**src/include/clk_path_defs.svh**
```systemverilog
// Offsets, field positions, reset values and timing counts of the clock path
`ifndef CLK_PATH_DEFS_SVH
`define CLK_PATH_DEFS_SVH

`define ADDR_PRESCALER_RATIO     10'h1e0
`define ADDR_CLOCK_INPUT_CONTROL 10'h1e1
`define ADDR_SYSTEM_POWER_SYNC   10'h230
`define ADDR_UPDATE_STROBE       10'h232
`define ADDR_PATH_STATUS         10'h233
`define ADDR_PAIR_ROUTE          10'h234

`define RST_PRESCALER_RATIO      8'h02
`define RST_CLOCK_INPUT_CONTROL  8'h00
`define RST_SYSTEM_POWER_SYNC    8'h00
`define RST_PAIR_ROUTE           8'h00

`define BIT_PD_INPUT_SECTION     4
`define BIT_PD_OSC_INTERFACE     3
`define BIT_PD_OSC_AND_EXT       2
`define BIT_SOURCE_SELECT        1
`define BIT_BYPASS               0
`define BIT_PD_SYNC              2
`define BIT_PD_DIST_REF          1
`define BIT_SOFT_SYNC            0
`define BIT_UPDATE               0

`define SYNC_PULSE_CYCLES        4'h2

`endif

```
**src/include/clk_path_pkg.sv**
```systemverilog
// Types shared by the clock path configuration logic
package clk_path_pkg;

    typedef enum logic [2:0] {
        DIV_2      = 3'b000,
        DIV_3      = 3'b001,
        DIV_4      = 3'b010,
        DIV_5      = 3'b011,
        DIV_6      = 3'b100
    } prescale_code_t;

    typedef enum logic [1:0] {
        ROUTE_EXT  = 2'b00,
        ROUTE_BAD  = 2'b01,
        ROUTE_OSC  = 2'b10,
        ROUTE_NONE = 2'b11
    } route_t;

    typedef struct packed {
        logic       pd_input_section;
        logic       pd_osc_interface;
        logic       pd_osc_and_ext;
        logic       source_osc;
        logic       bypass;
    } input_ctrl_t;

    typedef struct packed {
        logic       pd_sync;
        logic       pd_dist_ref;
        logic       soft_sync;
    } sys_ctrl_t;

endpackage : clk_path_pkg

```
**src/core/clock_path_select_sync_update.sv**
```systemverilog
// Clock path selection, power-down, sync and update control
//
// What this block does
// - Decode prescaler code; 101-111 hold output static
// - Input-section power-down stops buffer, prescaler, tree
// - Oscillator-interface power-down bit
// - Combined power-down stops oscillator and external input
// - Source select: 0 external, 1 oscillator
// - Bypass skips prescaler; never with oscillator
// - Sync power-down stops sync circuitry
// - Distribution reference power-down bit
// - Soft sync bit is inverted sync pin
// - Soft sync high holds obeying channels static
// - Soft sync falling edge fires sync event
// - Update write copies buffered into active
// - Update bit clears itself
// - Direct-route pairs follow source and bypass code
// - No-sync dividers ignore chip-level sync
//
// Design decision made here: the strobed register port.
`include "clk_path_defs.svh"

module clock_path_select_sync_update #(
    parameter int NUM_PAIRS = 3
) (
    // Clock and reset
    input  wire logic                 sys_clk_in,
    input  wire logic                 rst_n_in,
    // Register port
    input  wire logic [9:0]           addr_in,
    input  wire logic [7:0]           wdata_in,
    input  wire logic                 wr_in,
    input  wire logic                 rd_in,
    output logic      [7:0]           rdata_out,
    // Sync pin and channel no-sync bits
    input  wire logic                 sync_n_pin_in,
    input  wire logic [NUM_PAIRS-1:0] nosync_in,
    // Prescaler control
    output logic      [2:0]           divide_ratio_out,
    output logic                      prescaler_static_out,
    output logic                      prescaler_bypass_out,
    output logic                      source_osc_out,
    // Power-down controls
    output logic                      pd_ext_buffer_out,
    output logic                      pd_prescaler_out,
    output logic                      pd_clock_tree_out,
    output logic                      pd_osc_interface_out,
    output logic                      pd_oscillator_out,
    output logic                      pd_ext_input_out,
    output logic                      pd_sync_out,
    output logic                      pd_dist_ref_out,
    // Channel sync and routing
    output logic      [NUM_PAIRS-1:0] hold_static_out,
    output logic      [NUM_PAIRS-1:0] sync_release_out,
    output logic      [NUM_PAIRS-1:0] direct_osc_out,
    output logic      [NUM_PAIRS-1:0] direct_ext_out
);
    // Register access decode
    logic wr_ratio;
    logic wr_input;
    logic wr_sys;
    logic wr_route;
    logic wr_update;
    logic update;

    always_comb begin
        wr_ratio  = wr_in && (addr_in == `ADDR_PRESCALER_RATIO);
        wr_input  = wr_in && (addr_in == `ADDR_CLOCK_INPUT_CONTROL);
        wr_sys    = wr_in && (addr_in == `ADDR_SYSTEM_POWER_SYNC);
        wr_route  = wr_in && (addr_in == `ADDR_PAIR_ROUTE);
        wr_update = wr_in && (addr_in == `ADDR_UPDATE_STROBE)
                    && wdata_in[`BIT_UPDATE];
    end

    assign update = wr_update;

    logic [7:0] ratio_buf;
    logic [7:0] ratio_act;
    logic [7:0] input_buf;
    logic [7:0] input_act;
    logic [7:0] sys_buf;
    logic [7:0] sys_act;
    logic [7:0] route_buf;
    logic [7:0] route_act;

    shadow_reg #(.WIDTH(8), .RESET(`RST_PRESCALER_RATIO)) u_ratio (
        .sys_clk_in   (sys_clk_in),
        .rst_n_in     (rst_n_in),
        .wr_in        (wr_ratio),
        .wdata_in     ({5'h00, wdata_in[2:0]}),
        .update_in    (update),
        .buffered_out (ratio_buf),
        .active_out   (ratio_act)
    );
    shadow_reg #(.WIDTH(8), .RESET(`RST_CLOCK_INPUT_CONTROL)) u_input (
        .sys_clk_in   (sys_clk_in),
        .rst_n_in     (rst_n_in),
        .wr_in        (wr_input),
        .wdata_in     ({3'h0, wdata_in[4:0]}),
        .update_in    (update),
        .buffered_out (input_buf),
        .active_out   (input_act)
    );
    shadow_reg #(.WIDTH(8), .RESET(`RST_SYSTEM_POWER_SYNC)) u_sys (
        .sys_clk_in   (sys_clk_in),
        .rst_n_in     (rst_n_in),
        .wr_in        (wr_sys),
        .wdata_in     ({5'h00, wdata_in[2:0]}),
        .update_in    (update),
        .buffered_out (sys_buf),
        .active_out   (sys_act)
    );
    shadow_reg #(.WIDTH(8), .RESET(`RST_PAIR_ROUTE)) u_route (
        .sys_clk_in   (sys_clk_in),
        .rst_n_in     (rst_n_in),
        .wr_in        (wr_route),
        .wdata_in     (wdata_in),
        .update_in    (update),
        .buffered_out (route_buf),
        .active_out   (route_act)
    );

    clk_path_pkg::input_ctrl_t in_ctl;
    clk_path_pkg::sys_ctrl_t   sys_ctl;
    clk_path_pkg::route_t      route_code;
    logic                      bad_combo;

    always_comb begin
        in_ctl     = clk_path_pkg::input_ctrl_t'(input_act[4:0]);
        sys_ctl    = clk_path_pkg::sys_ctrl_t'(sys_act[2:0]);
        route_code = clk_path_pkg::route_t'({in_ctl.source_osc,
                                             in_ctl.bypass});
        bad_combo  = in_ctl.source_osc && in_ctl.bypass;
    end

    // Sync pin synchroniser
    logic sync_meta;
    logic sync_pin_q;
    logic soft_sync_q;
    logic sync_low_q;

    always_ff @(posedge sys_clk_in) begin
        if (!rst_n_in) begin
            sync_meta  <= 1'b1;
            sync_pin_q <= 1'b1;
        end else begin
            sync_meta  <= sync_n_pin_in;
            sync_pin_q <= sync_meta;
        end
    end

    // Combined sync level and its falling edge
    logic next_sync_low;
    logic sync_edge;

    always_comb begin
        next_sync_low = (!sync_pin_q || sys_ctl.soft_sync)
                        && !sys_ctl.pd_sync;
        sync_edge     = sync_low_q && !next_sync_low;
    end

    always_ff @(posedge sys_clk_in) begin
        if (!rst_n_in) begin
            soft_sync_q <= 1'b0;
            sync_low_q  <= 1'b0;
        end else begin
            soft_sync_q <= sys_ctl.soft_sync;
            sync_low_q  <= next_sync_low;
        end
    end

    // Output registers
    logic [2:0]           next_ratio;
    logic                 next_static;
    logic                 next_bypass;
    logic                 next_osc;
    logic [NUM_PAIRS-1:0] next_hold;
    logic [NUM_PAIRS-1:0] next_release;
    logic [NUM_PAIRS-1:0] next_dosc;
    logic [NUM_PAIRS-1:0] next_dext;
    logic [7:0]           next_rdata;

    always_comb begin
        next_ratio  = ratio_act[2:0];
        next_static = (ratio_act[2:0] > 3'(clk_path_pkg::DIV_6));
        next_osc    = in_ctl.source_osc;
        next_bypass = in_ctl.bypass && !in_ctl.source_osc;
    end

    genvar g;
    generate
        for (g = 0; g < NUM_PAIRS; g++) begin : g_pair
            always_comb begin
                next_hold[g]    = next_sync_low && !nosync_in[g];
                next_release[g] = sync_edge && !nosync_in[g];
                next_dosc[g]    = route_act[g] &&
                    (route_code == clk_path_pkg::ROUTE_OSC);
                next_dext[g]    = route_act[g] &&
                    (route_code == clk_path_pkg::ROUTE_EXT);
            end
        end
    endgenerate

    always_comb begin
        next_rdata = 8'h00;
        if (rd_in) begin
            if (addr_in == `ADDR_PRESCALER_RATIO) begin
                next_rdata = ratio_buf;
            end else if (addr_in == `ADDR_CLOCK_INPUT_CONTROL) begin
                next_rdata = input_buf;
            end else if (addr_in == `ADDR_SYSTEM_POWER_SYNC) begin
                next_rdata = sys_buf;
            end else if (addr_in == `ADDR_PAIR_ROUTE) begin
                next_rdata = route_buf;
            end else if (addr_in == `ADDR_PATH_STATUS) begin
                next_rdata = {4'h0, bad_combo, sync_low_q,
                              prescaler_static_out, soft_sync_q};
            end
        end
    end

    always_ff @(posedge sys_clk_in) begin
        if (!rst_n_in) begin
            rdata_out            <= 8'h00;
            divide_ratio_out     <= 3'(`RST_PRESCALER_RATIO);
            prescaler_static_out <= 1'b0;
            prescaler_bypass_out <= 1'b0;
            source_osc_out       <= 1'b0;
            pd_ext_buffer_out    <= 1'b0;
            pd_prescaler_out     <= 1'b0;
            pd_clock_tree_out    <= 1'b0;
            pd_osc_interface_out <= 1'b0;
            pd_oscillator_out    <= 1'b0;
            pd_ext_input_out     <= 1'b0;
            pd_sync_out          <= 1'b0;
            pd_dist_ref_out      <= 1'b0;
            hold_static_out      <= '0;
            sync_release_out     <= '0;
            direct_osc_out       <= '0;
            direct_ext_out       <= '0;
        end else begin
            rdata_out            <= next_rdata;
            divide_ratio_out     <= next_ratio;
            prescaler_static_out <= next_static;
            prescaler_bypass_out <= next_bypass;
            source_osc_out       <= next_osc;
            pd_ext_buffer_out    <= in_ctl.pd_input_section;
            pd_prescaler_out     <= in_ctl.pd_input_section;
            pd_clock_tree_out    <= in_ctl.pd_input_section;
            pd_osc_interface_out <= in_ctl.pd_osc_interface;
            pd_oscillator_out    <= in_ctl.pd_osc_and_ext;
            pd_ext_input_out     <= in_ctl.pd_osc_and_ext;
            pd_sync_out          <= sys_ctl.pd_sync;
            pd_dist_ref_out      <= sys_ctl.pd_dist_ref;
            hold_static_out      <= next_hold;
            sync_release_out     <= next_release;
            direct_osc_out       <= next_dosc;
            direct_ext_out       <= next_dext;
        end
    end
endmodule : clock_path_select_sync_update

```
**src/core/shadow_reg.sv**
```systemverilog
// Buffered and active copy of one configuration register
module shadow_reg #(
    parameter int          WIDTH = 8,
    parameter logic [7:0]  RESET = 8'h00
) (
    // Clock and reset
    input  wire logic             sys_clk_in,
    input  wire logic             rst_n_in,
    // Buffered side
    input  wire logic             wr_in,
    input  wire logic [WIDTH-1:0] wdata_in,
    input  wire logic             update_in,
    // Outputs
    output logic      [WIDTH-1:0] buffered_out,
    output logic      [WIDTH-1:0] active_out
);
    logic [WIDTH-1:0] next_buffered;
    logic [WIDTH-1:0] next_active;

    always_comb begin
        next_buffered = wr_in ? wdata_in : buffered_out;
        next_active   = update_in ? buffered_out : active_out;
    end

    always_ff @(posedge sys_clk_in) begin
        if (!rst_n_in) begin
            buffered_out <= RESET[WIDTH-1:0];
            active_out   <= RESET[WIDTH-1:0];
        end else begin
            buffered_out <= next_buffered;
            active_out   <= next_active;
        end
    end
endmodule : shadow_reg

```
**config.mk**
```make
export PLATFORM = sky130hd
export DESIGN_NAME = clock_path_select_sync_update
export DESIGN_NICKNAME = d
export VERILOG_FILES = /design/src/include/clk_path_pkg.sv /design/src/core/clock_path_select_sync_update.sv /design/src/core/shadow_reg.sv
export VERILOG_INCLUDE_DIRS = /design/src /design/src/include
export SDC_FILE = /design/constraint.sdc
export NUM_CORES = 1
export LEC_CHECK = 0
export CORE_MARGIN = 5
export CORE_UTILIZATION = 45
export DETAILED_ROUTE_END_ITERATION = 8
export DONT_BUFFER_PORTS = 1
export GPL_TIMING_DRIVEN = 0
export SLEW_MARGIN = 30
export SYNTH_ARGS = -nofsm -noshare
export SYNTH_HDL_FRONTEND = slang
export SYNTH_SLANG_ARGS = --single-unit
```
**constraint.sdc**
```tcl
create_clock -name sys_clk_in -period 4.6 [get_ports sys_clk_in]
set_input_delay 0.69 -clock sys_clk_in [delete_from_list [all_inputs] [get_ports sys_clk_in]]
set_output_delay 0.69 -clock sys_clk_in [all_outputs]
set_load 0.01 [all_outputs]
```
==> impl_metrics.ini <==
[worst_setup_path]
cp-end-kind = flop
critPathRequiredTime_ns = 4.87
critPathLaunchType = primary input
worstReg2RegEnd = rdata_out[1]$_SDFF_PN0_
reg2reg_from = u_input.buffered_out[1]$_SDFFE_PN0P_
critPathKind = in2reg
path_max_fanout = 9
r2r_cells = 3
regToRegSetupSlack_ns = 3.37
critPathArrivalTime_ns = 2.19

[power_and_ir_drop]
ir_drop_uv = 178
power_density_nw_per_um2 = 387
p_leak_nw = 1.25

[floorplanning]
die_h_um = 85.5
core_area_um2 = 5510
die_w_um = 85.5
rows = 27
start_util_pct = 46.6
dieArea_um2 = 7310
io_pins = 60

[grt]
grt_antenna_before_repair = 0
grt_pass1_wl_mm = 8.91
grt_pass1_vias = 1722
grt_max_degree = 13
track_usage_pct = 16.1
grt_overflow = 0

[clock_tree]
cts_tree = done
cts_buffers = 9
cts.path.max_buffers = 2
postCtsSetupRepairBufs = 0
h-tree-depth = 3
clock-root-buffer = clkbuf_8
path_clk_slew_ns = 0.07
cts-resized-gates = 0
hold_buffers = 0
clock_latency_ns = 0.33
clock-sinks = 68

[timing]
hold_viol = 0
setup_viol = 0
setup_ws_ns = 2.68
rsz0062_at_grt = false
slew_viol_final = 0
tightest_slew_ns = 0.639
maxSlewHeadroom_pct = 56.8
clock.fmax_ghz = 0.520
finalSetupTns_ns = 0
period_needed_ns = 1.92
finClkSkew_ns = 0.00546
period_share_pct = 41.8

[detailed_routing]
vias_per_cell = 5.24
drt_pass1_iterations = 4
post-route-drc-count = 0
routed_wl_mm = 5.59
drt-wirelength-per-cell_um = 16.7
num_vias = 1750
ant_nets = 0
drt_iter0_drc = 65

[yosys]
synth_top_family_by_area = simple AND/OR/NAND/NOR gates
synth_fp_nets = 272
ys_warn_count = 0
seq_area_frac_synth_pct = 53.1
synth_compound_area_share_pct = 7.13
syn_area_um2 = 2560
synth_cells = 246
synth_xor_area_share_pct = 0
syn_area_per_cell_um2 = 10.4
synth-edff-count = 0
synthSimpleGateAreaFrac_pct = 25.9
synth_ff_type = dfxtp_1
ys_ff_latch = 68
synth_adder_area_share_pct = 0
synthArstFlopShare_pct = 0
synth.area.mux_share_pct = 10.9
synth_cell_type_count = 39

[placed_design]
pre_cts_slack_ns = 2.35
portBuffers = 0
hpwl_mm = 4.08
place_congestion = 0.836

[cells_and_area]
final_common_cell = dfxtp_1
area_growth_pct = 11.4
fillers = 511
drive_gt1_share_pct = 11.1
layout_common_cells = 68 x dfxtp_1, 28 x mux2i_1, 26 x nand2_1
fin_nets = 283
antenna_cells = 0

[hold_path]
hold_path_depth = 1
hold_path.class = in2reg
worst_hold_path.endpoint = hold_static_out[0]$_SDFF_PN0_
holdCritStartpoint = nosync_in[0]

[job]
max-cap-violations = 0

[outcome]
outcome = completed
==> per-layer routing <==
layer  global-route usage (%)  vias to the layer above  routed length, µm  share of wire (%)
met2                     25.2                       50               2610                 47
met4                     6.33                        0                 80                1.4
met5                        0                        -                  0                  0
li1                         -                      876                  -                  -
met3                     5.83                        7                379                6.8
met1                     20.2                      817               2520                 45
==> registers in the layout, summed over array words and instances, names as in the netlist, 3 cells and up <==
signal	cells
rdata_out	8
u_route.buffered_out	8
u_input.active_out	5
u_input.buffered_out	5
direct_ext_out	3
direct_osc_out	3
divide_ratio_out	3
hold_static_out	3
sync_release_out	3
u_ratio.active_out	3
u_ratio.buffered_out	3
u_route.active_out	3
u_sys.active_out	3
u_sys.buffered_out	3
==> synthesized netlist by cell type (all sizes together) (2+ instances only) <==
cell	n	share of area (%)
dfxtp	68	53
and3	7	1.7
buf	7	1.7
nand4	5	1.8
nor4b	3	1.3
and2	20	4.9
nand2b	5	1.2
inv	3	0.44
nor2	10	1.5
nor3	2	0.78
a21boi	5	1.5
a221o	2	0.78
a22o	2	0.68
mux2i	28	11
a21oi	3	0.59
nand2	26	3.8
clkbuf	6	0.88
a32o	2	0.78
nor2b	19	4.6
a2111oi	2	0.68
nand3	6	1.2
or4b	2	0.93
==> layout make-up <==
| type | count | area (µm²) | area share, % |
|---|---|---|---|
| plain buffers | 13 | 65.1 | 2.28 |
| clock buffers | 10 | 138 | 4.82 |
| clock inverters | 6 | 63.8 | 2.23 |
| inverters | 3 | 11.3 | 0.394 |
| multi-input cells | 162 | 1130 | 39.4 |
| flip-flops and latches | 68 | 1360 | 47.7 |
| well taps | 72 | 90.1 | 3.16 |
==> cell families after synthesis <==
group,Yosys count
AOI/OAI and AO/OA,22
buffers and inverters,16
muxes,28
DFF,68
and+or+nand+nor,112
==> where the power goes <==
group	switching, mW	total [mW]	internal, mW
Combinational	0.0201	0.0316	0.0115
Sequential	0.000999	0.591	0.590
Clock	0.219	0.483	0.264
==> worst max-delay path by stage <==
stage	start	endpoint	depth (start not counted)
final	addr_in[2]	rdata_out[1]$_SDFF_PN0_	5
after global routing	addr_in[7]	u_route.active_out[1]$_SDFFE_PN0P_	5
after CTS	addr_in[2]	rdata_out[0]$_SDFF_PN0_	5
after detailed placement	addr_in[2]	rdata_out[0]$_SDFF_PN0_	5
after global placement	addr_in[2]	rdata_out[0]$_SDFF_PN0_	5
after floorplan	addr_in[7]	rdata_out[2]$_SDFF_PN0_	4
==> stage by stage <==
| stage | total power [mW] | cell area (µm²) | std cells | utilization [%] | hold slack, ns |
|---|---|---|---|---|---|
| 6_report | 1.11 | 2860 | 334 | 51.9 | 0.417 |
| 3_3_place_gp | 0.636 | 2650 | 318 | 48.2 | 0.402 |
| 4_1_cts | 1.12 | 2860 | 334 | 51.9 | 0.399 |
| 5_1_grt | 1.16 | 2860 | 334 | 51.9 | 0.393 |
| 3_5_place_dp | 0.636 | 2650 | 318 | 48.2 | 0.401 |
| 2_1_floorplan | 0.628 | 2560 | 246 | - | 0.386 |
==> worst max-delay path, stage by stage <==
cell and delay [ns]:
buf_2 0.19, or4b_1 0.47, nor3_2 0.43, a221o_1 0.25
a32o_1 0.16
No activity file was read; power rests on OpenSTA's default activity.
